`src/rtl/aifc_pkg.sv`:
```
// Constants, cause indices and state types of the analog input fault coder.
// Assumes every module of the block imports it whole.
//
// Functional notes
// - Above range gives 2, below gives 3.
// - Pair difference beyond tolerance gives 5.
// - Faulted partner channel gives 6.
// - Supply overcurrent 100, undercurrent 101.
// - Two or more converter timing causes at once give 102.
// - Logic supply low 103, high 104.
// - Processor self-diagnostic failure gives 105.
// - Program memory 106, working memory 107.
// - Redundant single-channel measurements disagree: 108.
// - Tachometer pair both low gives 109.
// - Nonvolatile memory overcurrent gives 111.
// - Serial pattern 112, transmit bit 117.
// - Multiplexer pulse test wrong channel: 113.
// - Converter watchdog expiry gives 114.
// - Conversion synchronisation loss gives 115.
// - Missing converter clock edge gives 116.
// - Converter test-pattern failure gives 118.
// - Partner 1.8 V rail fault gives 119.
// - Converter configuration mismatch gives 120.
// - Serial sequence number mismatch gives 121.
// - Runtime window 122, startup self-test 126.
// - Field 24 V power out of limits: 125.
// - Read service 0E returns channel code.
`default_nettype none

package aifc_pkg;

    // ==========================================================
    // Clock and timing
    localparam int CLK_MHZ = 40; // Rate of mclk
    localparam int MUX_TEST_PERIOD_US = 100; // Spacing of multiplexer pulse tests
    localparam int MUX_TEST_PERIOD_CYC = MUX_TEST_PERIOD_US * CLK_MHZ;
    localparam int MUX_ECHO_TIMEOUT_NS = 1000; // Longest wait for a test echo
    localparam int MUX_ECHO_TIMEOUT_CYC = (MUX_ECHO_TIMEOUT_NS * CLK_MHZ) / 1000;

    // ==========================================================
    // Sizes
    localparam int NUM_CH = 4; // Input channels
    localparam int VAL_W = 16; // Measured value width
    localparam int CODE_W = 8; // Fault code width
    localparam int DIV_W = 12; // Test period counter width
    localparam int WAIT_W = 6; // Echo timeout counter width

    // ==========================================================
    // Read service
    localparam logic [7:0] SVC_GET_ATTR = 8'h0E; // Attribute read service code
    localparam logic [15:0] INST_FIRST = 16'h0001; // First channel instance
    localparam logic [CODE_W-1:0] CODE_NO_ERR = 8'h01; // No fault present
    localparam logic [CODE_W-1:0] CODE_RESET = 8'h01; // Code register reset value
    localparam logic [7:0] SEQ_RESET = 8'h00; // First expected sequence number

    // ==========================================================
    // Cause indices, lowest index has the highest priority
    typedef enum int {
        C_OVER, C_UNDER, C_DISC, C_PARTNER, C_SUP_OVER, C_SUP_UNDER, C_TIMING,
        C_V33_LO, C_V33_HI, C_CPU, C_FLASH, C_RAM, C_SINGLE, C_TACH, C_FLASH_EN,
        C_PATTERN, C_MUX, C_WDOG, C_SYNC, C_CLK, C_SER_TX, C_ADC, C_NBR,
        C_CFG, C_SEQ, C_RUN_WIN, C_FIELD, C_START_WIN, NUM_CAUSES
    } aifc_cause_t;

    // Reported code of each cause, in cause order
    localparam logic [CODE_W-1:0] CAUSE_CODE [NUM_CAUSES] = '{
        8'h02, 8'h03, 8'h05, 8'h06, 8'h64, 8'h65, 8'h66, 8'h67, 8'h68, 8'h69,
        8'h6A, 8'h6B, 8'h6C, 8'h6D, 8'h6F, 8'h70, 8'h71, 8'h72, 8'h73, 8'h74,
        8'h75, 8'h76, 8'h77, 8'h78, 8'h79, 8'h7A, 8'h7D, 8'h7E
    };

    // ==========================================================
    // Multiplexer test sequencer and top-level state
    typedef enum logic [1:0] {
        MT_IDLE, MT_PULSE, MT_WAIT
    } aifc_mstate_t;

    typedef struct packed {
        aifc_mstate_t st; // Test sequencer state
        logic [DIV_W-1:0] divCnt; // Test period divider
        logic [WAIT_W-1:0] waitCnt; // Echo wait counter
        logic [1:0] testCh; // Channel under test
        logic muxStart; // Test pulse to the multiplexer
        logic [NUM_CH-1:0] muxFail; // Wrong channel pulse per channel
        logic [7:0] seqExp; // Next expected sequence number
        logic seqFail; // Sequence mismatch pulse
        logic timingFlag; // Combined converter timing flag
        logic rspValid; // Answer strobe
        logic rspOk; // Answer accepted
        logic [CODE_W-1:0] rspCode; // Answer code
        logic [NUM_CH-1:0][CODE_W-1:0] code; // Latched code per channel
    } aifc_state_t;

endpackage

`default_nettype wire

```
`src/rtl/aifc_sel_if.sv`:
```
// Carrier between the fault coder and its per-channel code selector.
// Assumes one instance per channel.
`default_nettype none

interface aifc_sel_if;
    import aifc_pkg::*;
    logic [NUM_CAUSES-1:0] causes; // Active causes of one channel
    logic [CODE_W-1:0] code; // Selected code
    modport src (output causes, input code);
    modport sel (input causes, output code);
endinterface

`default_nettype wire

```
`src/rtl/aifc_fault_codes.sv`:
```
// Fault diagnosis and fault code latch of a four-channel safety analog input.
// Assumes all detector inputs are synchronous levels on mclk, except the
// echo and sequence strobes, which are one-cycle pulses.
`default_nettype none

module aifc_fault_codes (
    // Clock and reset
    input wire logic mclk,
    input wire logic rst_n,
    // Per-channel measurement and range
    input wire logic [aifc_pkg::NUM_CH-1:0][aifc_pkg::VAL_W-1:0] chanValue,
    input wire logic [aifc_pkg::NUM_CH-1:0][aifc_pkg::VAL_W-1:0] rangeHigh,
    input wire logic [aifc_pkg::NUM_CH-1:0][aifc_pkg::VAL_W-1:0] rangeLow,
    input wire logic [aifc_pkg::VAL_W-1:0] pairTolerance,
    input wire logic [1:0] dualMode,
    input wire logic [1:0] tachMode,
    input wire logic [aifc_pkg::NUM_CH-1:0] chanLow,
    input wire logic [aifc_pkg::NUM_CH-1:0] measDisagree,
    input wire logic [aifc_pkg::NUM_CH-1:0][7:0] cfgConvA,
    input wire logic [aifc_pkg::NUM_CH-1:0][7:0] cfgConvB,
    // Supply monitors
    input wire logic supplyOverCur,
    input wire logic supplyUnderCur,
    input wire logic logicSupplyLow,
    input wire logic logicSupplyHigh,
    input wire logic runWindowFault,
    input wire logic startWindowFault,
    input wire logic fieldPowerBad,
    input wire logic partnerRailFault,
    // Converter self-tests
    input wire logic cpuDiagFail,
    input wire logic progMemFail,
    input wire logic workMemFail,
    input wire logic nvMemOverCur,
    input wire logic testPatternFail,
    input wire logic watchdogExpired,
    input wire logic syncLost,
    input wire logic clockMissing,
    // Internal serial link
    input wire logic serPatternFault,
    input wire logic serial_transmit_bit_fault,
    input wire logic seqValid,
    input wire logic [7:0] seqNum,
    // Multiplexer pulse test
    output logic muxTestStart,
    output logic [1:0] muxTestChannel,
    input wire logic muxEchoValid,
    input wire logic [1:0] muxEchoChannel,
    // Attribute read service
    input wire logic reqValid,
    input wire logic [7:0] reqService,
    input wire logic [15:0] reqInstance,
    output logic rspValid,
    output logic rspOk,
    output logic [aifc_pkg::CODE_W-1:0] rspCode,
    // Status
    output logic timingFlag
);
    import aifc_pkg::*;

    // ==========================================================
    // Declarations
    aifc_state_t cur_ff; // Registered state
    aifc_state_t nxt_cur; // Next state
    logic [NUM_CH-1:0][NUM_CAUSES-1:0] ownCause; // Causes before partner term
    logic [NUM_CH-1:0][CODE_W-1:0] selCode; // Selected code per channel
    logic [NUM_CH-1:0] ownFault; // Channel has a cause of its own
    logic [NUM_CH-1:0] readHit; // Channel read this cycle
    logic [2:0] timingCount; // Number of timing causes active
    logic anyTiming; // Some timing cause active
    logic [15:0] reqIndex; // Instance minus first instance
    logic reqGood; // Read request valid for a channel

    // ==========================================================
    // Read decode
    assign reqIndex = reqInstance - INST_FIRST;
    assign reqGood = reqValid && (reqService == SVC_GET_ATTR) &&
        (reqInstance >= INST_FIRST) && (reqIndex < 16'(NUM_CH));

    // ==========================================================
    // Timing causes, ORed for the combined flag and counted for code 102
    assign anyTiming = watchdogExpired | syncLost | clockMissing;
    assign timingCount = 3'(watchdogExpired) + 3'(syncLost) + 3'(clockMissing);

    // ==========================================================
    // Per-channel cause gathering and selection
    genvar g;
    generate
        for (g = 0; g < NUM_CH; g++) begin : gen_ch
            localparam int PARTNER = g ^ 1; // Other channel of the pair
            localparam int PAIR = g / 2; // Pair index
            aifc_sel_if selIf ();
            logic [VAL_W-1:0] diff; // Absolute pair difference
            logic multiTiming; // Several timing causes at once

            // Pair difference, larger minus smaller
            assign diff = (chanValue[g] >= chanValue[PARTNER]) ?
                chanValue[g] - chanValue[PARTNER] :
                chanValue[PARTNER] - chanValue[g];
            assign multiTiming = timingCount > 3'h1;

            // Causes seen by this channel, partner term left out
            always_comb begin
                ownCause[g] = '0;
                ownCause[g][C_OVER] = chanValue[g] > rangeHigh[g];
                ownCause[g][C_UNDER] = chanValue[g] < rangeLow[g];
                ownCause[g][C_DISC] = dualMode[PAIR] && (diff > pairTolerance);
                ownCause[g][C_SUP_OVER] = supplyOverCur;
                ownCause[g][C_SUP_UNDER] = supplyUnderCur;
                ownCause[g][C_TIMING] = multiTiming;
                ownCause[g][C_V33_LO] = logicSupplyLow;
                ownCause[g][C_V33_HI] = logicSupplyHigh;
                ownCause[g][C_CPU] = cpuDiagFail;
                ownCause[g][C_FLASH] = progMemFail;
                ownCause[g][C_RAM] = workMemFail;
                ownCause[g][C_SINGLE] = measDisagree[g];
                ownCause[g][C_TACH] = tachMode[PAIR] && chanLow[g] && chanLow[PARTNER];
                ownCause[g][C_FLASH_EN] = nvMemOverCur;
                ownCause[g][C_PATTERN] = serPatternFault;
                ownCause[g][C_MUX] = cur_ff.muxFail[g];
                ownCause[g][C_WDOG] = watchdogExpired && !multiTiming;
                ownCause[g][C_SYNC] = syncLost && !multiTiming;
                ownCause[g][C_CLK] = clockMissing && !multiTiming;
                ownCause[g][C_SER_TX] = serial_transmit_bit_fault;
                ownCause[g][C_ADC] = testPatternFail;
                ownCause[g][C_NBR] = partnerRailFault;
                ownCause[g][C_CFG] = cfgConvA[g] != cfgConvB[g];
                ownCause[g][C_SEQ] = cur_ff.seqFail;
                ownCause[g][C_RUN_WIN] = runWindowFault;
                ownCause[g][C_FIELD] = fieldPowerBad;
                ownCause[g][C_START_WIN] = startWindowFault;
            end

            assign ownFault[g] = |ownCause[g];

            // Partner term added from the partner's own causes only
            always_comb begin
                selIf.causes = ownCause[g];
                selIf.causes[C_PARTNER] = dualMode[PAIR] && ownFault[PARTNER];
            end

            assign selCode[g] = selIf.code;
            assign readHit[g] = reqGood && (reqIndex[1:0] == 2'(g));

            // Priority selection for this channel
            aifc_code_select u_sel (
                .sel(selIf.sel)
            );
        end
    endgenerate

    // ==========================================================
    // Next-state logic
    always_comb begin
        nxt_cur = cur_ff;
        nxt_cur.muxStart = 1'b0;
        nxt_cur.muxFail = '0;
        nxt_cur.seqFail = 1'b0;
        nxt_cur.rspValid = 1'b0;
        nxt_cur.timingFlag = anyTiming;

        // Test period divider
        if (cur_ff.divCnt == DIV_W'(MUX_TEST_PERIOD_CYC - 1)) begin
            nxt_cur.divCnt = '0;
        end else begin
            nxt_cur.divCnt = cur_ff.divCnt + 1'b1;
        end

        // Multiplexer pulse test sequencer
        unique case (cur_ff.st)
            MT_IDLE: begin
                // Start a test at each period tick
                if (cur_ff.divCnt == '0) begin
                    nxt_cur.st = MT_PULSE;
                    nxt_cur.muxStart = 1'b1;
                end
            end
            MT_PULSE: begin
                // Pulse lasts one cycle, then wait for the echo
                nxt_cur.st = MT_WAIT;
                nxt_cur.waitCnt = '0;
            end
            MT_WAIT: begin
                if (muxEchoValid) begin
                    // Wrong echo marks the channel under test
                    if (muxEchoChannel != cur_ff.testCh) begin
                        nxt_cur.muxFail[cur_ff.testCh] = 1'b1;
                    end
                    nxt_cur.st = MT_IDLE;
                    nxt_cur.testCh = cur_ff.testCh + 1'b1;
                end else if (cur_ff.waitCnt == WAIT_W'(MUX_ECHO_TIMEOUT_CYC - 1)) begin
                    // No echo counts as a wrong selection
                    nxt_cur.muxFail[cur_ff.testCh] = 1'b1;
                    nxt_cur.st = MT_IDLE;
                    nxt_cur.testCh = cur_ff.testCh + 1'b1;
                end else begin
                    nxt_cur.waitCnt = cur_ff.waitCnt + 1'b1;
                end
            end
            default: nxt_cur.st = MT_IDLE;
        endcase

        // Sequence number check, resynchronise on a miss
        if (seqValid) begin
            nxt_cur.seqFail = seqNum != cur_ff.seqExp;
            nxt_cur.seqExp = seqNum + 1'b1;
        end

        // Code latch per channel, a new cause wins over a read
        for (int c = 0; c < NUM_CH; c++) begin
            if (selCode[c] != CODE_NO_ERR) begin
                nxt_cur.code[c] = selCode[c];
            end else if (readHit[c]) begin
                nxt_cur.code[c] = CODE_NO_ERR;
            end
        end

        // Answer to a read request, one cycle later
        if (reqValid) begin
            nxt_cur.rspValid = 1'b1;
            nxt_cur.rspOk = reqGood;
            nxt_cur.rspCode = reqGood ? cur_ff.code[reqIndex[1:0]] : '0;
        end
    end

    // ==========================================================
    // State register
    always_ff @(posedge mclk or negedge rst_n) begin
        if (!rst_n) begin
            cur_ff.st <= MT_IDLE;
            cur_ff.divCnt <= '0;
            cur_ff.waitCnt <= '0;
            cur_ff.testCh <= '0;
            cur_ff.muxStart <= 1'b0;
            cur_ff.muxFail <= '0;
            cur_ff.seqExp <= SEQ_RESET;
            cur_ff.seqFail <= 1'b0;
            cur_ff.timingFlag <= 1'b0;
            cur_ff.rspValid <= 1'b0;
            cur_ff.rspOk <= 1'b0;
            cur_ff.rspCode <= '0;
            cur_ff.code <= {NUM_CH{CODE_RESET}};
        end else begin
            cur_ff <= nxt_cur;
        end
    end

    // ==========================================================
    // Outputs straight from the register
    assign muxTestStart = cur_ff.muxStart;
    assign muxTestChannel = cur_ff.testCh;
    assign rspValid = cur_ff.rspValid;
    assign rspOk = cur_ff.rspOk;
    assign rspCode = cur_ff.rspCode;
    assign timingFlag = cur_ff.timingFlag;

endmodule

`default_nettype wire

```
`src/rtl/aifc_code_select.sv`:
```
// Priority selector from a channel's cause vector to one fault code.
// Assumes the causes are already combined for that channel.
`default_nettype none

module aifc_code_select (
    // Cause vector in, code out
    aifc_sel_if.sel sel
);
    import aifc_pkg::*;

    // ==========================================================
    // Priority encoder, lowest index wins
    always_comb begin
        sel.code = CODE_NO_ERR;
        for (int i = NUM_CAUSES - 1; i >= 0; i--) begin
            // Later iterations have higher priority
            if (sel.causes[i]) begin
                sel.code = CAUSE_CODE[i];
            end
        end
    end

endmodule

`default_nettype wire

```
`config.mk`:
```
export PLATFORM = sky130hd
export DESIGN_NAME = aifc_fault_codes
export DESIGN_NICKNAME = d
export VERILOG_FILES = /design/src/rtl/aifc_pkg.sv /design/src/rtl/aifc_sel_if.sv /design/src/rtl/aifc_fault_codes.sv /design/src/rtl/aifc_code_select.sv
export SDC_FILE = /design/constraint.sdc
export NUM_CORES = 1
export LEC_CHECK = 0
export ABC_AREA = 1
export BUFFER_PORTS_ARGS = -buffer_cell sky130_fd_sc_hd__buf_4
export CELL_PAD_IN_SITES_DETAIL_PLACEMENT = 1
export CELL_PAD_IN_SITES_GLOBAL_PLACEMENT = 1
export CORE_MARGIN = 5
export CORE_UTILIZATION = 30
export CTS_CLUSTER_SIZE = 25
export DETAILED_ROUTE_END_ITERATION = 6
export GPL_ROUTABILITY_DRIVEN = 0
export HOLD_SLACK_MARGIN = 0.12
export PLACE_DENSITY_LB_ADDON = 0.1
export SYNTH_ARGS = -nofsm -noshare
export SYNTH_HDL_FRONTEND = slang
export SYNTH_SLANG_ARGS = --single-unit
export TNS_END_PERCENT = 20
```
`constraint.sdc`:
```
create_clock -name mclk -period 2.8 [get_ports mclk]
set_input_delay 0.42 -clock mclk [delete_from_list [all_inputs] [get_ports mclk]]
set_output_delay 0.42 -clock mclk [all_outputs]
set_load 0.05 [all_outputs]
```
Word level (Yosys, flattened, before mapping) --
Index checks and enable logic that the tools add are counted.
Word-level totals: memories 0, output and inout port bits 14, flip-flop bits (word level) 79, memory bits (read-only) 0, bits of input ports 341, RAM bits 0, bits in latches 0
Cells by class: eq/ne operators 22, div/mod/pow operators 0, multiplexer cells 135, shifts and indexed selects 0, bitwise logic cells 2, multiply operators 0, add/sub/neg operators 11, reduce and logical (&&, ||, !) cells 44, $lt $le $gt $ge 22
Operators by type and width (number):
- 2-to-1 mux 7 bit | 76
- 2-to-1 mux 8 bit | 34
- > comparator 16 bit | 8
- OR reduction 27 bit | 4
- greater-or-equal comparator 16 bit | 4
- less-than comparator 16 bit | 4
- 2-to-1 mux 16 bit | 4
- subtractor 16 bit | 4
- inequality test 8 bit | 5
- inequality test 8 x 1 -> 1 bit (second input constant) | 4
- logical AND 1 bit | 27
- binary-select mux 8 bit (select 2 bit) | 1
- greater-or-equal comparator 16 x 1 -> 1 bit (second input constant) | 1
- less-than comparator 16 x 3 -> 1 bit (second input constant) | 1
- 2-to-1 mux 4 bit | 4
- subtractor 16 x 1 -> 16 bit (second input constant) | 1
- adder 12 x 1 -> 12 bit (second input constant) | 1
- == test 12 bit (second input constant) | 1
- logical NOT 12 bit | 1
- 2-to-1 mux 12 bit | 1
- 2-to-1 mux 6 bit | 2
- case mux 6 bit (2 select lines) | 1
- nonzero test 2 bit | 6
- 2-to-1 mux 10 bit | 1
- 24 further kinds | 40

Logic depth before layout (Yosys ltp) --
Gate-level depths: netlist of run 1.
word-level depth 30, depth in mapped cells 30, gate-level depth less buffers 30

Cells and area by module --
Synthesis of run 1 repeated with hierarchy kept, for this count alone.
Second synthesis, totals: cell total of the unflattened synthesis 2540, area, all modules 15529.9 um^2
By module, submodules not included:
- aifc_fault_codes | cells an instance 2172, area an instance 13948.4 um^2, sequential area each 1981.9 um^2, instances 1
- aifc_code_select | cells an instance 92, area an instance 395.4 um^2, sequential area each 0.0 um^2, instances 4

Worst setup path before layout of run 1 --
No wires, ideal clock.
kind in2reg, start point in chanValue[2] in the netlist's numbering, end point reg cur_ff[0] in the netlist's numbering, slack -1.109 ns, stages 27, arrival time 3.833 ns, required time 2.724 ns, library setup time 0.076 ns, path through inv_1 > ha_1 > clkbuf_1 > nand2_1 > inv_1 > a21oi_1 > o31ai_1 > nand2_1 > nand3_1 > inv_2 > clkbuf_1 > nand2_1 > o21ai_1 > ha_1 > nand2_1 > nor4_1 > o21ai_0 > o2111ai_1 > nand3_1 > nand2_1 > inv_1 > nand2_1 > nor2_1 > a21boi_1 > nand4_4 > nor2_1 > nor2_1
On the way: cells in the longest elaborated chain, start to end 12
RTL lines:
- from (decl) | line aifc_fault_codes.sv:11 | input wire logic [aifc_pkg::NUM_CH-1:0][aifc_pkg::VAL_W-1:0] chanValue,
- subtractor 16 bit / greater-or-equal comparator 16 bit (equally long branches) | line aifc_fault_codes.sv:98, aifc_fault_codes.sv:99, aifc_fault_codes.sv:97
- 2-to-1 mux 16 bit | line aifc_fault_codes.sv:97 | assign diff = (chanValue[g] >= chanValue[PARTNER]) ?
- > comparator 16 bit | line aifc_fault_codes.sv:107 | ownCause[g][C_DISC] = dualMode[PAIR] && (diff > pairTolerance);
- logical AND 1 bit | line aifc_fault_codes.sv:107
- OR reduction 27 bit | line aifc_fault_codes.sv:134 | assign ownFault[g] = |ownCause[g];
- logical AND 1 bit | line aifc_fault_codes.sv:139 | selIf.causes[C_PARTNER] = dualMode[PAIR] && ownFault[PARTNER];
- 2-to-1 mux 8 bit (3 in a row) | line aifc_code_select.sv:17 | if (sel.causes[i]) begin
- 2-to-1 mux 8 bit (*) | line aifc_code_select.sv:17
- inequality test 8 x 1 -> 1 bit | line aifc_fault_codes.sv:211 | if (selCode[c] != CODE_NO_ERR) begin
- 2-to-1 mux 8 bit / nonzero test 2 bit (equally long branches)
- to (signal assigned) | line aifc_fault_codes.sv:244 | cur_ff <= nxt_cur;
- to (decl) | line aifc_fault_codes.sv:63 | aifc_state_t cur_ff;
Mark *: on every way between the ends. The rest lies on a longest branch, timed or not. A chain may end at the register's enable or synchronous reset.

Worst setup path in the final report of run 1 --
start point in chanValue[32] in the netlist's numbering, end point reg cur_ff[26] in the netlist's numbering
On the way: cells in the longest elaborated chain, start to end 12
RTL lines (line):
- subtractor 16 bit / greater-or-equal comparator 16 bit (equally long branches) | aifc_fault_codes.sv:98, aifc_fault_codes.sv:99, aifc_fault_codes.sv:97
- 2-to-1 mux 16 bit | aifc_fault_codes.sv:97
- > comparator 16 bit | aifc_fault_codes.sv:107
- logical AND 1 bit | aifc_fault_codes.sv:107
- OR reduction 27 bit | aifc_fault_codes.sv:134
- logical AND 1 bit | aifc_fault_codes.sv:139
- 2-to-1 mux 7 bit | aifc_code_select.sv:17
- 2-to-1 mux 7 bit (*) (3 in a row) | aifc_code_select.sv:17
- inequality test 8 x 1 -> 1 bit | aifc_fault_codes.sv:211
- 2-to-1 mux 8 bit / nonzero test 2 bit (equally long branches)
Marks and branches as above.

==> summary.txt, run 1 <==
Detailed routing
  – Via count: approximately 16000
  – DRT Wirelength: 56270 um
  – 1st-pass router iterations: 4
  – DR vias/cell: 4.766
  – DRT iter0 DRCs: 385
  – Remaining antenna violation count: 0
  – Residual DRC: 0
  – Routed length per instance: 16.47 um

Clock tree
  – CTS Hold Bufs: 0
  – CTS root buffer: clkbuf_16
  – CTS Sinks: 69
  – Total number of H-tree levels: 3
  – Inserted Clock Buffers: 9
  – Worst-skew pair later-pin latency: roughly 0.35 ns
  – CTS clk-pin slew, worst paths: 0.06 ns
  – CTS tree: yes
  – Max clock buf depth: 2

Synth
  – Main combinational cell family by area after synthesis: adder cells
  – EDFF count, synth: 0
  – Post-synthesis net count: 2749
  – Mapped Cells: 2139
  – Proportion of synthesized area in mux cells: 0%
  – Ys flop type: dfrtp_1
  – Synth area leader: ha_1
  – Top cells by area, synth: ha_1 (24%), nand2_1 (13%), inv_1 (12%), dfrtp_1 (12%), a21oi_1 (7.1%)
  – Fraction of the mapped netlist area in compound gates: 18.50%
  – Yosys cell types: 63
  – Sequential fraction of the synthesis area: 12.67%
  – Synthesis Warnings: 0
  – Post-synthesis adder-cell area fraction: 24.85%
  – Post-synthesis xor/xnor area fraction: roughly 6%
  – #FFs+latches synth: 69
  – Syn Area/Cell: 6.388 sq um
  – Post-Syn Area: 13660 sq um
  – Synth async-reset ratio: 100.0%
  – Synth Area in Simple Gates: 24.45%
  – Top cell type's share of synthesized area: 24.27%

Cells and area
  – Syn-to-layout area delta: 58.59%
  – Fillers: 5773
  – Number of diodes: 0
  – Sequential cell area: 1732 sq um
  – Multi-input gate area: about 12000 sq um
  – Fraction of layout instances using a drive strength above 1: a little over a third
  – Final instance area: roughly 22000 sq um
  – Fin nets: 3421

Global route
  – Initial antenna violation count: 0
  – GR Util met3: 2.250%
  – Met1 usage: around 26%
  – Vias in the first global route: 17810
  – Largest net degree at the start of global routing: 70
  – Global route hottest layer: met2
  – Met2 usage: about 40%
  – Global route overflow: 0
  – Total GRT Usage: 21.09%
  – First-pass GRT wire length: 87630 um

Min path
  – Worst Hold Class: in2async

Setup path
  – RR Endpoint: cur_ff[8]$_DFFE_PN1P_
  – Most used cell, CP: nand2_2
  – Critical path startpoint category: primary input
  – Worst EP required: around 3 ns
  – Setup crit end kind: flop
  – Slowest-stage cell, CP: a211o_4
  – Slowest stage delay, CP: 0.41 ns
  – R2r worst-path depth: 17
  – Buf+Inv Stages, Crit Path: 5
  – Arrival time worst endpoint: between 4 and 5 ns
  – R2r startpoint: cur_ff[43]$_DFF_PN0_
  – CP max FO: 7
  – Critical path's top delay family: compound AO/OA/AOI/OAI gates
  – R2r setup slk: 0.67 ns
  – Critical setup path kind: in2reg

Timing
  – Actual slew at the worst max-slew pin: between 0.9 and 1 ns
  – Minimum clock period: between 3 and 4 ns
  – RSZ-0062 raised after global routing: true
  – Final setup violation count: 24
  – Achievable frequency: 0.2544 GHz
  – Slew HR: 38.84%
  – Worst-case clock skew: 0.005034 ns
  – Fin crit share: 140.4%
  – Final hold vios: 0
  – Count of pins over their slew limit: 0
  – Worst setup margin: -1.131 ns
  – Final Hold Slack: 0.1881 ns

Power
  – Pwr dens: 316.6 nW/um^2
  – Leak pwr: 11.59 nW
  – Worst vdd ir: ~0.31 mV

Floorplanning
  – IO Count: 355
  – Starting Density: 30.24%
  – Num rows: 78
  – Total core area: 45190 sq um
  – Die width: between 200 and 250 um
  – Die footprint: ~50000 sq um
  – Die H: 223.4 um

Run status
  – Status: finished with violations
  – Failing checks: negative setup slack

Placement
  – Area after DPL: 19430 sq um
  – IO buf count: between 300 and 400
  – Dpl hpwl: 47950 um

Job
  – Max_cap viols: 0
layer usage:
layer,up-vias,routed length [um]
met5,-,0
met4,0,1140
met3,63,1688
met2,265,29110
met1,7668,24330
li1,8286,-
cells by family (layout without fill, tap and decap cells):
| kind of cell | after synthesis | after routing |
|---|---|---|
| AO/OA/AOI/OAI | 437 | 437 |
| adder cells (fa/ha/maj) | 269 | 269 |
| XOR/XNOR | 92 | 92 |
| flip-flops | 69 | 69 |
| buffers and inverters | 483 | 1159 |
| other | 1 | 1 |
| AND/OR/NAND/NOR | 788 | 789 |
final cells by class:
cell class / instances / share of cell area, %
Clock buffer: 9 / 1.039
Clock inverter: 7 / 0.4850
Inverter: 441 / 7.812
Multi-Input combinational cell: 1588 / 53.64
Sequential cell: 69 / 7.991
Tap cell: 600 / 3.464
Timing Repair Buffer: 701 / 25.54
Timing Repair inverter: 1 / 0.03464
synth_stat cells, types with 5 or more instances:
cell      instances
nor3b_1           5
inv_2             5
o22ai_1           5
ha_1            265
nand4_1          30
clkbuf_1         29
nand3_1          80
nand2_1         459
o221ai_1          6
a21o_1            5
inv_1           436
o21ai_0         117
a21oi_1         194
o21ai_1          22
dfrtp_1          65
o211ai_1         17
nor3_1           34
o21bai_1          7
nor2_2            5
o21a_1            7
nor2_1          146
o31ai_1           9
xor2_1           54
nor4_1           11
xnor2_1          38
a21boi_0          7
buf_4            10
registers in the layout (all words and copies together), names as in the netlist:
signal	cells
muxTestChannel	2
timingFlag	1
muxTestStart	1
rspValid	1
rspCode	6
cur_ff	57
rspOk	1
cells in the final DEF (no fill, tap or decap), types with 26 or more instances in the layout:
cell type,Yosys,layout
inv_1,436,406
nand4_1,30,30
a21oi_1,194,153
dfrtp_1,65,65
nor2_1,146,120
inv_2,5,26
buf_6,1,27
nand2_1,459,410
o21ai_1,22,41
xnor2_1,38,36
o21ai_0,117,79
xor2_1,54,49
ha_4,0,40
nand2_2,4,44
nand3_1,80,67
ha_1,265,220
buf_4,10,661
nor3_1,34,28
a21oi_2,1,30
power breakdown:
part | leakage [nW] | switching [mW] | internal (mW)
clock network | 0.159 | 0.498 | 0.796
registers | 0.880 | 0.0416 | 1.06
logic | 10.6 | 2.34 | 2.12
what timing repair did:
action,4_1_cts,5_1_grt
pin swaps,109,73
setup buffers,26,10
setup endpoints to repair,24,24
cloned,6,1
gates resized for setup,237,130
stage by stage:
step / instances / setup WS (ns) / power, mW / util [%] / setup TNS, ns
2_1_floorplan: 2139 / -0.8580 / 3.167 / - / -19.72
3_3_place_gp: 3359 / -1.839 / 4.761 / 42.99 / -37.63
3_5_place_dp: 3359 / -1.886 / 4.910 / 42.99 / -39.71
4_1_cts: 3406 / -1.163 / 6.656 / 46.53 / -22.82
5_1_grt: 3416 / -1.315 / 7.417 / 47.96 / -28.49
6_report: 3416 / -1.131 / 6.862 / 47.96 / -23.27
worst max-delay path by stage:
stage	from	endpoint	depth (start not counted)
global placement	chanValue[27]	cur_ff[8]$_DFFE_PN1P_	23
CTS	chanValue[32]	cur_ff[26]$_DFFE_PN0P_	28
detailed placement	chanValue[10]	cur_ff[8]$_DFFE_PN1P_	25
floorplan	chanValue[61]	cur_ff[16]$_DFFE_PN1P_	24
finish	chanValue[32]	cur_ff[26]$_DFFE_PN0P_	28
global route	chanValue[34]	cur_ff[24]$_DFFE_PN1P_	31
Note: power is estimated with default switching activity, not from simulation.
==> run 2: changes to the inputs <==
--- a/config.mk
+++ b/config.mk
@@ -15,7 +15,7 @@
 export DETAILED_ROUTE_END_ITERATION = 6
 export GPL_ROUTABILITY_DRIVEN = 0
 export HOLD_SLACK_MARGIN = 0.12
-export PLACE_DENSITY_LB_ADDON = 0.1
+export PLACE_DENSITY = 0.67
 export SYNTH_ARGS = -nofsm -noshare
 export SYNTH_HDL_FRONTEND = slang
 export SYNTH_SLANG_ARGS = --single-unit
==> summary.txt, run 2 (synthesis gave the netlist of run 1 again) <==
Setup path
  – Slowest stage delay, CP: 0.33 ns (-0.08 ns)
  – Worst EP required: 3.07 ns (about the same)
  – Critical path's top delay family: simple AND/OR/NAND/NOR gates
  – CP max FO: 6 (-1)
  – Arrival time worst endpoint: 4.28 ns (+0.08 ns)
  – Critical path startpoint category: primary input
  – Slowest-stage cell, CP: nor3_2
  – Buf+Inv Stages, Crit Path: 6 (+1)
  – Setup crit end kind: flop
  – Critical setup path kind: in2reg

Run status
  – Status: finished with violations
  – Failing checks: negative setup slack

Cells and area
  – Most frequent cells in the layout: buf_4 (690), nand2_1 (414), inv_1 (412), ha_1 (225), a21oi_1 (162)
  – Non-Filler Instances: 3428 (+0.35%)
  – Fin nets: 3434 (+0.38%)
  – Fraction of layout instances using a drive strength above 1: 35.29% (-0.93 points)
  – Largest Register: cur_ff
  – Final core utilization: 47.45% (-0.51 points)
  – Most common cell after layout, fill and taps aside: buf_4
  – Number of diodes: 0 (unchanged)
  – Final instance area: 21440 sq um (-1.1%)
  – Syn-to-layout area delta: 56.90%
  – Max FFs per register: 57 (unchanged)

Global route
  – Total GRT Usage: 21.67% (+0.59 points)
  – Global route overflow: 0 (unchanged)
  – Initial antenna violation count: 2 (+2)
  – Largest net degree at the start of global routing: 70 (unchanged)
  – Vias in the first global route: 18380 (+3.2%)
  – First-pass GRT wire length: 90400 um (+3.2%)

Timing
  – Actual slew at the worst max-slew pin: 0.8913 ns (-0.02606 ns)
  – Worst setup margin: -1.211 ns (-0.07958 ns)
  – Slew HR: 40.58% (+1.7 points)
  – Final setup violation count: 24 (unchanged)
  – Fin crit share: 143.3% (+2.8 points)
  – Final Hold Slack: 0.2015 ns (+0.01342 ns)
  – Setup TNS: -24.56 ns (-1.290 ns)
  – Worst-case clock skew: 0.01226 ns (+0.007229 ns)
  – Minimum clock period: 4.011 ns (+0.07958 ns)
  – Count of pins over their slew limit: 0 (unchanged)
  – Final hold vios: 0 (unchanged)
  – RSZ-0062 raised after global routing: true
  – Achievable frequency: 0.2493 GHz (-2.0%)

Job
  – Max_cap viols: 0 (unchanged)

Clock tree
  – Inserted Clock Buffers: 9 (unchanged)
  – Worst-skew pair later-pin latency: 0.34 ns (about the same)
  – CTS root buffer: clkbuf_16
  – CTS Sinks: 69 (unchanged)
  – Max clock buf depth: 2 (unchanged)
  – CTS tree: yes
  – Total number of H-tree levels: 3 (unchanged)
  – CTS Hold Bufs: 0 (unchanged)
  – CTS clk-pin slew, worst paths: 0.06 ns (about the same)

Detailed routing
  – DRT iter0 DRCs: 453 (+18%)
  – Routed length per instance: 16.54 um (+0.37%)
  – 1st-pass router iterations: 5 (+1)
  – DRT Wirelength: 56680 um (+0.73%)
  – Remaining antenna violation count: 0 (unchanged)
  – Residual DRC: 0 (unchanged)
  – Via count: 16480 (+1.2%)
  – DR vias/cell: 4.808 (+0.87%)

Power
  – Worst vdd ir: 0.2773 mV (-12%)
  – Total power: 6.672 mW (-2.8%)
  – Pwr dens: 311.2 nW/um^2 (-1.7%)
  – Leak pwr: 11.56 nW (-0.30%)

Placement
  – Post-Place Worst Slack: -1.642 ns (+0.2446 ns)
  – Dpl hpwl: 48460 um (+1.1%)
  – Placed insts: 3373 (+0.42%)
  – IO buf count: 353 (unchanged)
  – Area after DPL: 19530 sq um (+0.54%)

Floorplanning
  – Die footprint: 49920 sq um (unchanged)
  – Die H: 223.4 um (unchanged)
  – IO Count: 355 (unchanged)
  – Num rows: 78 (unchanged)
  – Total core area: 45190 sq um (unchanged)
  – Starting Density: 30.24% (unchanged)
  – Die width: 223.4 um (unchanged)

Min path
  – Worst Hold Class: in2async
[run 2: changes by cell type in the layout (fill, tap and decap cells not counted), sizes merged]
| cell | before | now |
|---|---|---|
| bufinv | 2 | 1 |
| clkinv | 0 | 2 |
| bufbuf | 1 | 0 |
| inv | 445 | 442 |
| buf | 699 | 713 |
| clkbuf | 10 | 12 |
| nand3 | 81 | 80 |
[run 2: final cells by class]
cell class / instances / area, sq um
Sequential cell: 69 / 1732
Timing Repair Buffer: 716 / 5573
Clock buffer: 9 / 225.2
Inverter: 441 / 1685
Multi-Input combinational cell: 1587 / 11410
Clock inverter: 6 / 63.81
Tap cell: 600 / 750.7
Fill cell: 5799 / 23750
[run 2: worst paths after layout]
check,start,end,slack [ns],cells after the start
worst max-delay path,chanValue[36],cur_ff[24]$_DFFE_PN1P_,-1.21,25
worst min-delay path,rst_n,timingFlag$_DFF_PN0_,0.20,1
worst max register to register,cur_ff[43]$_DFF_PN0_,cur_ff[24]$_DFFE_PN1P_,0.61,12
worst min register to register,cur_ff[71]$_DFF_PN0_,cur_ff[77]$_DFFE_PN0P_,0.50,1
max in group asynchronous,rst_n,cur_ff[9]$_DFFE_PN0P_,2.01,1
min in group mclk,reqValid,rspValid$_DFF_PN0_,0.29,1
[run 2: metal layers]
layer	wire length [um]	part of all wire (%)	global-route usage, %
met1	24430	43	26.00
met2	28710	51	40.95
met3	2015	3.6	2.684
met4	1501	2.6	5.079
met5	29	0.051	0
[run 2: worst register-to-register path: stages (launching register included)]
cell and delay [ns]:
dfrtp_1 0.42, inv_1 0.09, nand3_1 0.14, inv_1 0.18, nand3_1 0.19, nor2_4 0.17
nand2_2 0.09, o21ai_4 0.24, nand2_2 0.10, a21oi_4 0.25, nand2_1 0.10, nor2_1 0.10
nor2_1 0.05
[run 2: repair_timing]
action | 4_1_cts | 5_1_grt
cloned | 1 | 4
endpoints found under the setup margin | 24 | 24
resized for setup | 227 | 78
pin swaps | 99 | 49
setup buffers | 30 | 9
[run 2: where the power goes]
part / internal (mW) / switching [mW] / leakage [nW]
clock network: 0.684 / 0.440 / 0.138
logic: 2.12 / 2.33 / 10.5
registers: 1.06 / 0.0408 / 0.880
==> run 3: changes to the inputs <==
--- a/config.mk
+++ b/config.mk
@@ -15,7 +15,9 @@
 export DETAILED_ROUTE_END_ITERATION = 6
 export GPL_ROUTABILITY_DRIVEN = 0
 export HOLD_SLACK_MARGIN = 0.12
+export MAX_ROUTING_LAYER = met4
 export PLACE_DENSITY = 0.67
+export SKIP_CTS_REPAIR_TIMING = 1
 export SYNTH_ARGS = -nofsm -noshare
 export SYNTH_HDL_FRONTEND = slang
 export SYNTH_SLANG_ARGS = --single-unit
==> summary.txt, run 3 (synthesis gave the netlist of run 1 again) <==
Timing
  – RSZ-0062 raised after global routing: true
  – Final Hold Slack: 0.1974 ns (-0.004113 ns)
  – Slew HR: 40.64% (+0.060 points)
  – Final setup violation count: 24 (unchanged)
  – Worst-case clock skew: 0.01011 ns (-0.002152 ns)
  – Worst setup margin: -1.264 ns (-0.05285 ns)
  – Count of pins over their slew limit: 0 (unchanged)
  – Achievable frequency: 0.2461 GHz (-1.3%)
  – Setup TNS: -25.39 ns (-0.8289 ns)
  – Final hold vios: 0 (unchanged)
  – Fin crit share: 145.1% (+1.9 points)
  – Actual slew at the worst max-slew pin: 0.8904 ns (-0.0009006 ns)
  – Minimum clock period: 4.064 ns (+0.05285 ns)

Power
  – Int Power: 3.836 mW (-0.67%)
  – Net Sw Frac: 42.28% (+0.17 points)
  – Pwr dens: 311.2 nW/um^2 (about the same)
  – Switching pwr: 2.810 mW (about the same)
  – Worst vdd ir: 0.2789 mV (+0.60%)
  – Clock power frac: 16.9% (about the same)
  – Comb power frac: 66.4% (-0.2 points)
  – Leak pwr: 11.56 nW (about the same)
  – Power share of the sequential group: 16.6% (about the same)

Global route
  – Vias in the first global route: 17800 (-3.2%)
  – Largest net degree at the start of global routing: 70 (unchanged)
  – First-pass GRT wire length: 86640 um (-4.2%)
  – Total GRT Usage: 21.30% (-0.37 points)
  – Global route overflow: 0 (unchanged)
  – Initial antenna violation count: 2 (unchanged)

Floorplanning
  – Die H: 223.4 um (unchanged)
  – Starting Density: 30.24% (unchanged)
  – Die width: 223.4 um (unchanged)
  – Num rows: 78 (unchanged)
  – IO Count: 355 (unchanged)
  – Total core area: 45190 sq um (unchanged)
  – Die footprint: 49920 sq um (unchanged)

Detailed routing
  – Residual DRC: 0 (unchanged)
  – 1st-pass router iterations: 4 (-1)
  – DR vias/cell: 4.786 (-0.45%)
  – Remaining antenna violation count: 0 (unchanged)
  – Routed length per instance: 16.42 um (-0.68%)
  – DRT iter0 DRCs: 474 (+4.6%)
  – Via count: 16410 (-0.42%)
  – DRT Wirelength: 56320 um (-0.65%)

Cells and area
  – Max FFs per register: 57 (unchanged)
  – Fraction of layout instances using a drive strength above 1: 35.44% (+0.15 points)
  – Fin nets: 3433 (-0.029%)
  – Syn-to-layout area delta: 56.32%
  – Most frequent cells in the layout: buf_4 (692), inv_1 (413), nand2_1 (404), ha_1 (234), a21oi_1 (160)
  – Fillers: 5806 (+0.12%)
  – Largest Register: cur_ff
  – Non-Filler Instances: 3429 (+0.029%)
  – Most common cell after layout, fill and taps aside: buf_4

Clock tree
  – CTS tree: yes
  – CTS root buffer: clkbuf_16
  – Inserted Clock Buffers: 9 (unchanged)
  – Max clock buf depth: 2 (unchanged)
  – CTS Sinks: 69 (unchanged)
  – Worst-skew pair later-pin latency: 0.34 ns (about the same)
  – CTS clk-pin slew, worst paths: 0.06 ns (about the same)
  – Total number of H-tree levels: 3 (unchanged)

Setup path
  – Critical setup path kind: in2reg
  – Critical path's top delay family: compound AO/OA/AOI/OAI gates
  – Arrival time worst endpoint: 4.29 ns (about the same)
  – Slowest-stage cell, CP: a211o_4
  – CP max FO: 6 (unchanged)
  – Slowest stage delay, CP: 0.44 ns (+0.11 ns)
  – Setup crit end kind: flop
  – Worst EP required: 3.03 ns (-0.04 ns)
  – Critical path startpoint category: primary input
  – Buf+Inv Stages, Crit Path: 7 (+1)

Placement
  – Dpl hpwl: 48460 um (unchanged)
  – IO buf count: 353 (unchanged)
  – Placed insts: 3373 (unchanged)
  – Post-Place Worst Slack: -1.642 ns (unchanged)

Job
  – Max_cap viols: 0 (unchanged)

Run status
  – Status: finished with violations
  – Failing checks: negative setup slack

Min path
  – Worst Hold Class: in2async
-- run 3: path summary, 6_finish.rpt --
path	end	startpoint	slack, ns	cells after the start
min reg2reg	cur_ff[77]$_DFFE_PN0P_	cur_ff[71]$_DFF_PN0_	0.50	1
min	timingFlag$_DFF_PN0_	rst_n	0.20	1
max	cur_ff[17]$_DFFE_PN0P_	chanValue[32]	-1.26	26
min in group mclk	rspValid$_DFF_PN0_	reqValid	0.29	1
max in group asynchronous	cur_ff[61]$_DFFE_PN0P_	rst_n	2.02	1
max reg2reg	cur_ff[5]$_DFFE_PN0P_	cur_ff[43]$_DFF_PN0_	0.58	11
-- run 3: worst reg2reg max path: cells and delay by family (launching register included) --
| family | cells | cell delay, ns |
|---|---|---|
| AOI/OAI and AO/OA | 2 | 0.41 |
| DFF | 1 | 0.42 |
| and+or+nand+nor | 7 | 1.02 |
| buffers and inverters | 2 | 0.27 |
-- run 3: metrics by stage --
step / util (%) / area [sq um] / power, mW
after floorplan: - / 13990 / 3.167
after global placement: 43.23 / 19530 / 4.775
after detailed placement: 43.23 / 19530 / 4.953
after CTS: 43.87 / 19820 / 6.109
after global routing: 47.27 / 21360 / 7.202
final: 47.27 / 21360 / 6.646
-- run 3: metal layers --
metal	track usage, %	up-vias	routed length, um
met4	4.605	0	1332
met2	38.44	309	28430
met5	-	-	0
met3	2.434	73	1977
li1	-	8321	-
met1	25.56	7709	24580
-- run 3: cell type report --
| cell class | count | area, sq um | share of cell area, % |
|---|---|---|---|
| Sequential cell | 69 | 1732 | 8.107 |
| Antenna cell | 2 | 5.005 | 0.02343 |
| Tap cell | 600 | 750.7 | 3.515 |
| Clock buffer | 9 | 225.2 | 1.054 |
| Timing Repair Buffer | 715 | 5538 | 25.93 |
| Clock inverter | 6 | 63.81 | 0.2987 |
| Multi-Input combinational cell | 1587 | 11350 | 53.14 |
| Inverter | 441 | 1695 | 7.937 |
-- run 3: power groups by stage --
| stage | Combinational [mW] | Sequential [mW] | Clock [mW] |
|---|---|---|---|
| 6_report | 4.42 | 1.10 | 1.13 |
| 5_1_grt | 4.89 | 1.11 | 1.20 |
| 4_1_cts | 3.86 | 1.10 | 1.15 |
| 3_5_place_dp | 3.83 | 1.12 | 0 |
| 3_3_place_gp | 3.66 | 1.12 | 0 |
| 2_1_floorplan | 2.06 | 1.11 | 0 |
